`config.mk`:
```
export PLATFORM = sky130hd
export DESIGN_NAME = enhanced_timer
export DESIGN_NICKNAME = d
export VERILOG_FILES = /design/src/logic/timer_pkg.sv /design/src/logic/pin_ctl_if.sv /design/src/logic/enhanced_timer.sv /design/src/logic/pin_unit.sv
export SDC_FILE = /design/constraint.sdc
export NUM_CORES = 1
export LEC_CHECK = 0
export BUFFER_PORTS_ARGS = -buffer_cell sky130_fd_sc_hd__buf_2
export CORE_UTILIZATION = 48
export CTS_CLUSTER_SIZE = 12
export DETAILED_ROUTE_END_ITERATION = 8
export PLACE_DENSITY = 0.68
export SYNTH_ARGS = -nofsm -noshare
export SYNTH_HDL_FRONTEND = slang
export SYNTH_HIERARCHICAL = 1
export SYNTH_SLANG_ARGS = --single-unit
```
`constraint.sdc`:
```
create_clock -name pclk -period 6.16 [get_ports pclk]
set_input_delay 0 -clock pclk [delete_from_list [all_inputs] [get_ports pclk]]
set_output_delay 0 -clock pclk [all_outputs]
set_load 0.005 [all_outputs]
```
`src/logic/timer_pkg.sv`:
```
// Constants, field layout, register map and phase type of the enhanced timer.
// What this block does
// - Both mode fields at 00 select compare match output mode.
// - Clear-select low: period match or overflow clears counter; A and period flags.
// - Clear-select high: channel A match clears counter; period flag never raised.
// - In compare mode a pin changes only on its own channel match.
// - Pin action field sets high, low, toggles, or leaves pin unchanged on match.
// - A rising edge of the run bit returns each pin to its initial level.
// - Mode fields 11 give timer/counter mode: compare behaviour, pins left unused.
// - PWM, clear-select high: A sets period, B sets duty on pin B only.
// - PWM, clear-select low: edge period is field times 128, zero gives 1024.
// - A duty value at or above the period gives 100% duty.
// - Edge mode starts all pulses at counter zero; centre mode counts up/down.
// - PWM raises separate flags for channel A, channel B and period matches.
// - PWM: level bit picks active level, action forces or enables, invert flips.
// - Edge PWM with A as period: period equals A, except 1023 gives 1024.
// - Centre PWM with period field: 256 times field, zero gives 2046; duty 2A-1.
// - Alignment 00 edge; 01 up-count, 10 down-count, 11 both-direction matches.
// - Clear-select 0 picks the period match, 1 picks the channel A match.
package timer_pkg;
	localparam int ADDR_W = 8;
	localparam int CNT_W = 10;
	typedef logic [CNT_W-1:0] cnt_t;
	localparam logic [ADDR_W-1:0] OFS_CTRL1 = 8'h00;
	localparam logic [ADDR_W-1:0] OFS_CTRL2 = 8'h04;
	localparam logic [ADDR_W-1:0] OFS_RUN = 8'h08;
	localparam logic [ADDR_W-1:0] OFS_CHAN_A_COMPARE_VALUE = 8'h0C;
	localparam logic [ADDR_W-1:0] OFS_CHAN_B_COMPARE_VALUE = 8'h10;
	localparam logic [ADDR_W-1:0] OFS_FLAGS = 8'h14;
	localparam logic [ADDR_W-1:0] OFS_COUNT = 8'h18;
	localparam int F_MODE = 6;
	localparam int F_ACT = 4;
	localparam int F_LVL = 3;
	localparam int F_INV = 2;
	localparam int F_DIR = 1;
	localparam int F_CLR = 0;
	localparam int F_ALIGN = 0;
	localparam int F_TRUN = 0;
	localparam int F_PER = 1;
	localparam int FLG_A = 0;
	localparam int FLG_B = 1;
	localparam int FLG_P = 2;
	localparam int PER_SH = 7;
	localparam logic [1:0] MODE_CMP = 2'h0;
	localparam logic [1:0] MODE_PWM = 2'h2;
	localparam logic [1:0] MODE_TC = 2'h3;
	localparam logic [1:0] ACT_LOW = 2'h1;
	localparam logic [1:0] ACT_HIGH = 2'h2;
	localparam logic [1:0] ACT_TOGGLE = 2'h3;
	localparam logic [1:0] PACT_ACTIVE = 2'h1;
	localparam logic [1:0] PACT_PWM = 2'h2;
	localparam logic [1:0] ALIGN_EDGE = 2'h0;
	localparam logic [1:0] ALIGN_UP = 2'h1;
	localparam logic [1:0] ALIGN_DOWN = 2'h2;
	localparam logic [1:0] ALIGN_BOTH = 2'h3;
	localparam cnt_t CNT_MAX = 10'h3FF;
	localparam logic [7:0] RST_CTRL = 8'h00;
	localparam logic [2:0] RST_PER = 3'h0;
	localparam cnt_t RST_CCR = 10'h000;
	localparam logic [2:0] RST_FLAGS = 3'h0;
	typedef enum logic [1:0] {ST_IDLE = 2'h0, ST_UP = 2'h1, ST_DOWN = 2'h3} phase_t;
endpackage : timer_pkg

```
`src/logic/pin_ctl_if.sv`:
```
// Interface carrying one pin channel's controls and its driven pin.
`timescale 1ns/1ps
interface pin_ctl_if;
	logic cmp;
	logic pwm;
	logic used;
	logic [1:0] action;
	logic level;
	logic invert;
	logic run_rise;
	logic match;
	logic active;
	logic pin;
	logic oe_n;
	modport ctl (output cmp, pwm, used, action, level, invert, run_rise, match, active,
		input pin, oe_n);
	modport unit (input cmp, pwm, used, action, level, invert, run_rise, match, active,
		output pin, oe_n);
endinterface : pin_ctl_if

```
`src/logic/enhanced_timer.sv`:
```
// Enhanced timer top: APB registers, 10-bit counter, comparators and two pins.
`timescale 1ns/1ps
module enhanced_timer (
	// Clock and reset.
	input wire logic pclk,
	input wire logic presetn,
	// APB slave.
	input wire logic psel,
	input wire logic penable,
	input wire logic pwrite,
	input wire logic [timer_pkg::ADDR_W-1:0] paddr,
	input wire logic [31:0] pwdata,
	output logic [31:0] prdata,
	output logic pready,
	output logic pslverr,
	// Timer pins.
	output logic timer_out_a,
	output logic timer_out_a_oe_n,
	output logic timer_out_b,
	output logic timer_out_b_oe_n
);
	import timer_pkg::*;

	logic [7:0] ctrl1_r;
	logic [7:0] ctrl2_r;
	logic timer_run_r;
	logic run_prev_r;
	logic [2:0] period_field_r;
	cnt_t chan_a_compare_value_r;
	cnt_t chan_b_compare_value_r;
	logic [2:0] flags_r;
	cnt_t cnt_r;
	cnt_t cnt_nxt;
	phase_t st_r;
	phase_t st_nxt;
	logic [31:0] prdata_r;
	logic [31:0] rd_nxt;
	logic err_nxt;
	logic pready_r;
	logic pslverr_r;
	logic setup;
	logic wr_en;
	logic [1:0] chan_a_mode;
	logic [1:0] chan_b_mode;
	logic [1:0] align_select;
	logic counter_clear_select;
	logic mode_cmp;
	logic mode_tc;
	logic mode_pwm;
	logic centre;
	logic run_on;
	logic run_rise;
	logic counting;
	logic up;
	logic dir_ok;
	cnt_t per_top;
	cnt_t top;
	cnt_t last;
	cnt_t lim;
	logic [CNT_W:0] per_val;
	logic match_a;
	logic match_b;
	logic match_p;
	logic [2:0] flag_set;
	logic [2:0] flag_clr;
	cnt_t ccr_c [2];
	logic match_c [2];
	logic used_c [2];
	logic [1:0] act_c [2];
	logic lvl_c [2];
	logic inv_c [2];

	// Field decode of the two control registers.
	assign chan_a_mode = ctrl1_r[F_MODE+:2];
	assign chan_b_mode = ctrl2_r[F_MODE+:2];
	assign align_select = ctrl2_r[F_ALIGN+:2];
	assign counter_clear_select = ctrl1_r[F_CLR];

	// Only matched mode pairs run; any mixed pair holds the counter.
	// compare mode decode
	assign mode_cmp = (chan_a_mode == MODE_CMP) && (chan_b_mode == MODE_CMP);
	assign mode_tc = (chan_a_mode == MODE_TC) && (chan_b_mode == MODE_TC);
	assign mode_pwm = (chan_a_mode == MODE_PWM) && (chan_b_mode == MODE_PWM);
	assign centre = mode_pwm && (align_select != ALIGN_EDGE);

	// Run control and its rising edge.
	assign run_on = timer_run_r && (mode_cmp || mode_tc || mode_pwm);
	assign run_rise = timer_run_r && !run_prev_r;
	assign counting = run_on && !run_rise;
	assign up = (st_r != ST_DOWN);

	assign per_top = (period_field_r == RST_PER) ? CNT_MAX
		: cnt_t'(cnt_t'(period_field_r) << PER_SH);
	assign top = counter_clear_select ? chan_a_compare_value_r : per_top;
	assign last = ((top == CNT_MAX) || (top == RST_CCR)) ? top : top - 1'b1;
	assign lim = (mode_pwm && !centre) ? last : top;

	// Centre period is twice the turning point; edge period is last plus one.
	// centre period
	assign per_val = centre ? {top, 1'b0} : {1'b0, last} + 11'h001;

	assign dir_ok = !centre || (align_select == ALIGN_BOTH)
		|| (up ? (align_select == ALIGN_UP) : (align_select == ALIGN_DOWN));

	// Comparators; all matches are suppressed in the restart cycle.
	// In edge PWM with clear-select high the counter wraps one short of A (at A when A is 0 or 1023), so the wrap is A's match.
	// wrap raises A
	assign match_a = counting && dir_ok
		&& ((cnt_r == chan_a_compare_value_r) || (mode_pwm && !centre && counter_clear_select && (cnt_r == lim)));
	assign match_b = counting && dir_ok && (cnt_r == chan_b_compare_value_r);
	assign match_p = counting && !counter_clear_select && (cnt_r == lim);

	// Counter sequencing: edge and compare wrap at the limit, centre turns.
	always_comb begin
		cnt_nxt = cnt_r;
		st_nxt = st_r;
		if (run_rise) begin
			cnt_nxt = RST_CCR;
			st_nxt = ST_UP;
		end else if (!run_on) begin
			st_nxt = ST_IDLE;
		end else if (!centre) begin
			st_nxt = ST_UP;
			cnt_nxt = (cnt_r == lim) ? RST_CCR : cnt_r + 1'b1;
		end else begin
			unique case (st_r)
				ST_DOWN: begin
					cnt_nxt = (cnt_r == RST_CCR) ? RST_CCR : cnt_r - 1'b1;
					if (cnt_r <= 10'h001) begin
						st_nxt = ST_UP;
					end
				end
				default: begin
					st_nxt = ST_UP;
					if (top == RST_CCR) begin
						cnt_nxt = RST_CCR;
					end else if (cnt_r >= top) begin
						st_nxt = ST_DOWN;
						cnt_nxt = cnt_r - 1'b1;
					end else begin
						cnt_nxt = cnt_r + 1'b1;
					end
				end
			endcase
		end
	end

	// Counter and phase registers.
	always_ff @(posedge pclk or negedge presetn) begin
		if (!presetn) begin
			cnt_r <= RST_CCR;
			st_r <= ST_IDLE;
			run_prev_r <= 1'b0;
		end else begin
			cnt_r <= cnt_nxt;
			st_r <= st_nxt;
			run_prev_r <= timer_run_r;
		end
	end

	// Bus strobes; writes land at the access edge that samples pready.
	assign setup = psel && !penable;
	assign wr_en = psel && penable && pready_r && pwrite;

	// Configuration registers written by software.
	always_ff @(posedge pclk or negedge presetn) begin
		if (!presetn) begin
			ctrl1_r <= RST_CTRL;
			ctrl2_r <= RST_CTRL;
			timer_run_r <= 1'b0;
			period_field_r <= RST_PER;
			chan_a_compare_value_r <= RST_CCR;
			chan_b_compare_value_r <= RST_CCR;
		end else if (wr_en) begin
			if (paddr == OFS_CTRL1) begin
				ctrl1_r <= pwdata[7:0];
			end
			if (paddr == OFS_CTRL2) begin
				ctrl2_r <= pwdata[7:0];
			end
			if (paddr == OFS_RUN) begin
				timer_run_r <= pwdata[F_TRUN];
				period_field_r <= pwdata[F_PER+:3];
			end
			if (paddr == OFS_CHAN_A_COMPARE_VALUE) begin
				chan_a_compare_value_r <= pwdata[CNT_W-1:0];
			end
			if (paddr == OFS_CHAN_B_COMPARE_VALUE) begin
				chan_b_compare_value_r <= pwdata[CNT_W-1:0];
			end
		end
	end

	assign flag_set = {match_p, match_b, match_a};
	assign flag_clr = (wr_en && (paddr == OFS_FLAGS)) ? pwdata[2:0] : RST_FLAGS;

	// Sticky flags cleared by writing ones; a match in the clear cycle wins.
	always_ff @(posedge pclk or negedge presetn) begin
		if (!presetn) begin
			flags_r <= RST_FLAGS;
		end else begin
			flags_r <= (flags_r & ~flag_clr) | flag_set;
		end
	end

	// Read mux; the direction bit shows the live counting phase.
	always_comb begin
		rd_nxt = 32'h0000_0000;
		err_nxt = 1'b0;
		unique case (paddr)
			OFS_CTRL1: rd_nxt[7:0] = {ctrl1_r[7:2], st_r == ST_DOWN, ctrl1_r[F_CLR]};
			OFS_CTRL2: rd_nxt[7:0] = ctrl2_r;
			OFS_RUN: rd_nxt[3:0] = {period_field_r, timer_run_r};
			OFS_CHAN_A_COMPARE_VALUE: rd_nxt[CNT_W-1:0] = chan_a_compare_value_r;
			OFS_CHAN_B_COMPARE_VALUE: rd_nxt[CNT_W-1:0] = chan_b_compare_value_r;
			OFS_FLAGS: rd_nxt[2:0] = flags_r;
			OFS_COUNT: rd_nxt[CNT_W-1:0] = cnt_r;
			default: err_nxt = 1'b1;
		endcase
	end

	// Answer registered at setup so the access phase has zero wait states.
	always_ff @(posedge pclk or negedge presetn) begin
		if (!presetn) begin
			prdata_r <= 32'h0000_0000;
			pready_r <= 1'b0;
			pslverr_r <= 1'b0;
		end else begin
			pready_r <= setup;
			pslverr_r <= setup && err_nxt;
			if (setup && !pwrite) begin
				prdata_r <= rd_nxt;
			end
		end
	end

	assign prdata = prdata_r;
	assign pready = pready_r;
	assign pslverr = pslverr_r;

	// Per-channel settings, channel A in slot 0 and channel B in slot 1.
	assign ccr_c[0] = chan_a_compare_value_r;
	assign ccr_c[1] = chan_b_compare_value_r;
	assign match_c[0] = match_a;
	assign match_c[1] = match_b;
	assign act_c[0] = ctrl1_r[F_ACT+:2];
	assign act_c[1] = ctrl2_r[F_ACT+:2];
	assign lvl_c[0] = ctrl1_r[F_LVL];
	assign lvl_c[1] = ctrl2_r[F_LVL];
	assign inv_c[0] = ctrl1_r[F_INV];
	assign inv_c[1] = ctrl2_r[F_INV];
	assign used_c[0] = mode_cmp || (mode_pwm && !counter_clear_select);
	assign used_c[1] = mode_cmp || mode_pwm;

	pin_ctl_if pio[2] ();

	// One pin unit per channel; a duty at or above the period holds active.
	for (genvar i = 0; i < 2; i++) begin : g_pin
		assign pio[i].cmp = mode_cmp;
		assign pio[i].pwm = mode_pwm;
		assign pio[i].used = used_c[i];
		assign pio[i].action = act_c[i];
		assign pio[i].level = lvl_c[i];
		assign pio[i].invert = inv_c[i];
		assign pio[i].run_rise = run_rise;
		assign pio[i].match = match_c[i];
		assign pio[i].active = ({1'b0, ccr_c[i]} >= per_val) || (cnt_r < ccr_c[i]);
		pin_unit u_pin (
			.pclk(pclk),
			.presetn(presetn),
			.io(pio[i])
		);
	end

	assign timer_out_a = pio[0].pin;
	assign timer_out_a_oe_n = pio[0].oe_n;
	assign timer_out_b = pio[1].pin;
	assign timer_out_b_oe_n = pio[1].oe_n;
endmodule : enhanced_timer

```
`src/logic/pin_unit.sv`:
```
// Output pin logic of one timer channel for compare and PWM modes.
`timescale 1ns/1ps
module pin_unit (
	// Clock and reset.
	input wire logic pclk,
	input wire logic presetn,
	// Channel controls and pin.
	pin_ctl_if.unit io
);
	import timer_pkg::*;

	logic level_r;
	logic drive;
	logic pin_nxt;
	logic pin_r;
	logic oe_n_r;

	// Compare-mode pin level; the run edge wins over a match in the same cycle.
	always_ff @(posedge pclk or negedge presetn) begin
		if (!presetn) begin
			level_r <= 1'b0;
		end else if (io.run_rise) begin
			level_r <= io.level;
		end else if (io.cmp && io.match) begin
			unique case (io.action)
				ACT_LOW: level_r <= 1'b0;
				ACT_HIGH: level_r <= 1'b1;
				ACT_TOGGLE: level_r <= ~level_r;
				default: level_r <= level_r;
			endcase
		end
	end

	always_comb begin
		drive = (io.action == PACT_PWM) ? io.active : (io.action == PACT_ACTIVE);
		if (io.cmp) begin
			pin_nxt = level_r ^ io.invert;
		end else if (io.pwm) begin
			pin_nxt = (drive ? io.level : ~io.level) ^ io.invert;
		end else begin
			pin_nxt = 1'b0;
		end
	end

	// Pin and enable are registered so the top drives its pins from flops.
	always_ff @(posedge pclk or negedge presetn) begin
		if (!presetn) begin
			pin_r <= 1'b0;
			oe_n_r <= 1'b1;
		end else begin
			pin_r <= io.used ? pin_nxt : 1'b0;
			oe_n_r <= ~io.used;
		end
	end

	assign io.pin = pin_r;
	assign io.oe_n = oe_n_r;
endmodule : pin_unit

```
==> run metrics <==
outcome=finished, final reports clean; Max-slew headroom=0.256; Wirelength per Cell=19.7 um; Max clock buf depth=2; RSZ-0062 raised after global routing=no; worst slew pin tran=1110 ps; Ant. Diodes=0; clk_lat worst skew=between 300 and 400 ps; TNS Setup=0 ps; vias per cell=6.42; vias=around 6300; first drt pass iteration count=6; Crit. End Element=flip-flop; FF+latch area=1830 um2; Netlist cell types=81; Max IR drop VDD=0.0892 mV; Hold Crit Class=input port to flip-flop; layout cells sized above 1=0.135; initial antenna violation count=0; nets=882; CP Data Required Time=6380 ps; Area contributors post-synth=dfrtp_1 (28%), ha_1 (7.1%), o21ai_0 (4.7%), mux2_2 (4.1%), nand2_1 (4.1%); Primary FF master, synth=dfrtp_1; Post-Place Cells=about 950; Fillers=1195; area share of the largest cell type after synthesis=0.280; port bufs=38; core footprint=12800 um2; worst-path cell chain=or4_1, nor4_1, o21a_1, nor2_1, xnor2_1, o21ai_0, ha_1, nor3_1, a211o_1, nor2_1, a211o_1, a31o_2, o2111ai_1, a221o_1, o311ai_0, and3b_1, o211ai_1, o311ai_1; Setup WS post-layout=about 990 ps; fin crit share=0.840; area grow syn2layout=9.73%; most common cell after layout, fill and taps aside=dfrtp_1; commonest non-fill, non-tap cells in the layout=dfrtp_1 (71), nand2_1 (69), o21ai_0 (59), nor2_1 (54), inv_1 (47); Die Area=approximately 14000 um2; Syn Inst Count=slightly below 800; TritonCTS clock tree=done; post-DP HPWL=14200 um; GR Overflow Total=0; Pwr per Cell Area=160 nW/um2; Arrival @ worst endpoint=roughly 5400 ps; Clock Sinks=between 70 and 80; WL final=19200 um; endpoints failing hold=0; Reg clk slew, reported paths=60 ps; routability cong.=0.958; Multi-input gate area=just over 4000 um2; Slowest-stage cell, CP=or4_1; Ys Warns=6; async set-reset flop share out of synthesis=1.00; FP Rows=41; DRC=0; Post-synth EDFFs=0; CP Class=flip-flop to flip-flop; H-tree Lvls=3; Int Pwr=0.000820 W; area leader, netlist=dfrtp_1; Antenna Violating Nets Remaining=0; Place WS=1100 ps; # Post-CTS Setup Buffers=0; Top Family by Delay on Critical Path=compound AO/OA/AOI/OAI gates; post-cts resize count=0; Root Driver=clkbuf_16; die height=~120 um; first-pass GRT wire length=a little over 30000 um; I/O pin cnt=just over 80; slowest stage delay, CP=approximately 700 ps; CTS buffer count=9; Post-Syn Area=6340 um2; Gate power share=0.094; largest net degree at the start of global routing=74; Slew Viols, Final=0; clock share of power=0.455; Finished Core Util=0.545; leakage dissipation=3.10 nW; Net Sw Frac=0.262; Die Wd=117 um; Final setup viols=0; FF+latch count, synth=73; Non-Filler Instances=978; register area share after synthesis=0.288; GRT Util Overall=0.292; MaxCap Viol Count=0; Sw Pwr=0.000291 W; vias in the first global route=about 5900; crit path time final=between 5000 and 6000 ps; startpoint class of the critical path=flip-flop; initial core utilization=0.496; Clock Skew=12.3 ps; Seq pwr share=0.452; crit path buf inv count=0; DR iter-0 viols=593; Syn Area/Cell=8.18 um2; WHS=91.8 ps; Fmax=0.193 GHz; Worst Path Max Fanout=11
==> state kept, by name (all words and copies together) (netlist names), 3 cells and up <==
| name | count |
|---|---|
| cnt_r | 10 |
| ctrl1_r | 7 |
| ctrl2_r | 8 |
| flags_r | 3 |
| prdata | 10 |
| period_field_r | 3 |
| chan_a_compare_value_r | 10 |
| chan_b_compare_value_r | 10 |
==> cells in the mapped netlist (all sizes together) (10+ instances only) <==
cell	n
a21o	11
a21oi	42
a221oi	12
a31oi	17
buf	37
clkbuf	32
dfrtp	71
ha	36
inv	47
mux2	23
nand2	69
nand2b	13
nand3	20
nand4	11
nor2	54
nor2b	10
nor3	33
o21ai	64
xor2	11
==> routing by layer <==
metal	global-route usage	share of wire	wire [um]
met5	0	0	0
met4	0.124	0.033	637
met3	0.0536	0.073	1400
met2	0.493	0.47	9130
met1	0.365	0.42	8060
==> logic make-up (layout without fill, tap and decap cells) <==
kind of cell | Yosys count | count (layout) | synth area share
compound gates | 242 | 242 | 0.262
other cells | 1 | 22 | 0.000591
buf+inv | 116 | 126 | 0.0882
fa+ha+maj | 38 | 38 | 0.0742
flops | 73 | 73 | 0.288
xor+xnor | 21 | 21 | 0.0312
mux | 29 | 29 | 0.0503
simple gates | 255 | 255 | 0.205
==> power groups by stage <==
| stage | Combinational (W) | Sequential [W] | Clock [W] |
|---|---|---|---|
| after floorplan | 0.0000626 | 0.000509 | 0 |
| after global placement | 0.0000944 | 0.000510 | 0 |
| after detailed placement | 0.0000966 | 0.000511 | 0 |
| after CTS | 0.000104 | 0.000502 | 0.000513 |
| after global routing | 0.000118 | 0.000503 | 0.000531 |
| final | 0.000104 | 0.000502 | 0.000506 |
==> area by class of cell <==
cell class,count,area share
clock inverters,6,0.00593
repair buffers,63,0.0597
clock buffers,10,0.0343
flip-flops and latches,73,0.263
well taps,172,0.0309
inverters,47,0.0254
multi-input cells,607,0.581
==> repair_timing <==
item                                    in CTS  in global routing
endpoints found under the setup margin       0                  0
hold endpoints to repair                   103                  0
hold buffers                                14                  0
==> path summary, 6_finish.rpt <==
path                            slack (ps)                 startpoint                         to  cells past startpoint
worst max-delay path                   990  chan_a_compare_value_r[0]      g_pin[1].u_pin/io.pin                     18
worst min-delay path                    90                   paddr[4]                    pslverr                      3
worst max register to register         990  chan_a_compare_value_r[0]      g_pin[1].u_pin/io.pin                     18
worst min register to register         480                  prdata[6]                  prdata[6]                      1
max in group asynchronous             5190                    presetn                   cnt_r[9]                      2
min in group asynchronous              320                    presetn  chan_a_compare_value_r[9]                      2
==> per-stage QoR <==
step / total power, W / cell area, um2
2_1_floorplan: 0.000572 / 6420
3_3_place_gp: 0.000604 / 6540
3_5_place_dp: 0.000607 / 6540
4_1_cts: 0.00112 / 6960
5_1_grt: 0.00115 / 6960
6_report: 0.00111 / 6960
==> worst reg2reg max path: stages, from the launching register on <==
cell       delay (ps)
dfrtp_1           560
or4_1             730
nor4_1            600
o21a_1            240
nor2_1             70
xnor2_1           130
o21ai_0           250
ha_1              290
nor3_1            190
a211o_1           170
nor2_1             60
a211o_1           270
a31o_2            260
o2111ai_1         100
a221o_1           160
o311ai_0          340
and3b_1           340
o211ai_1          170
o311ai_1          120
No activity file was read; power rests on OpenSTA's default activity.
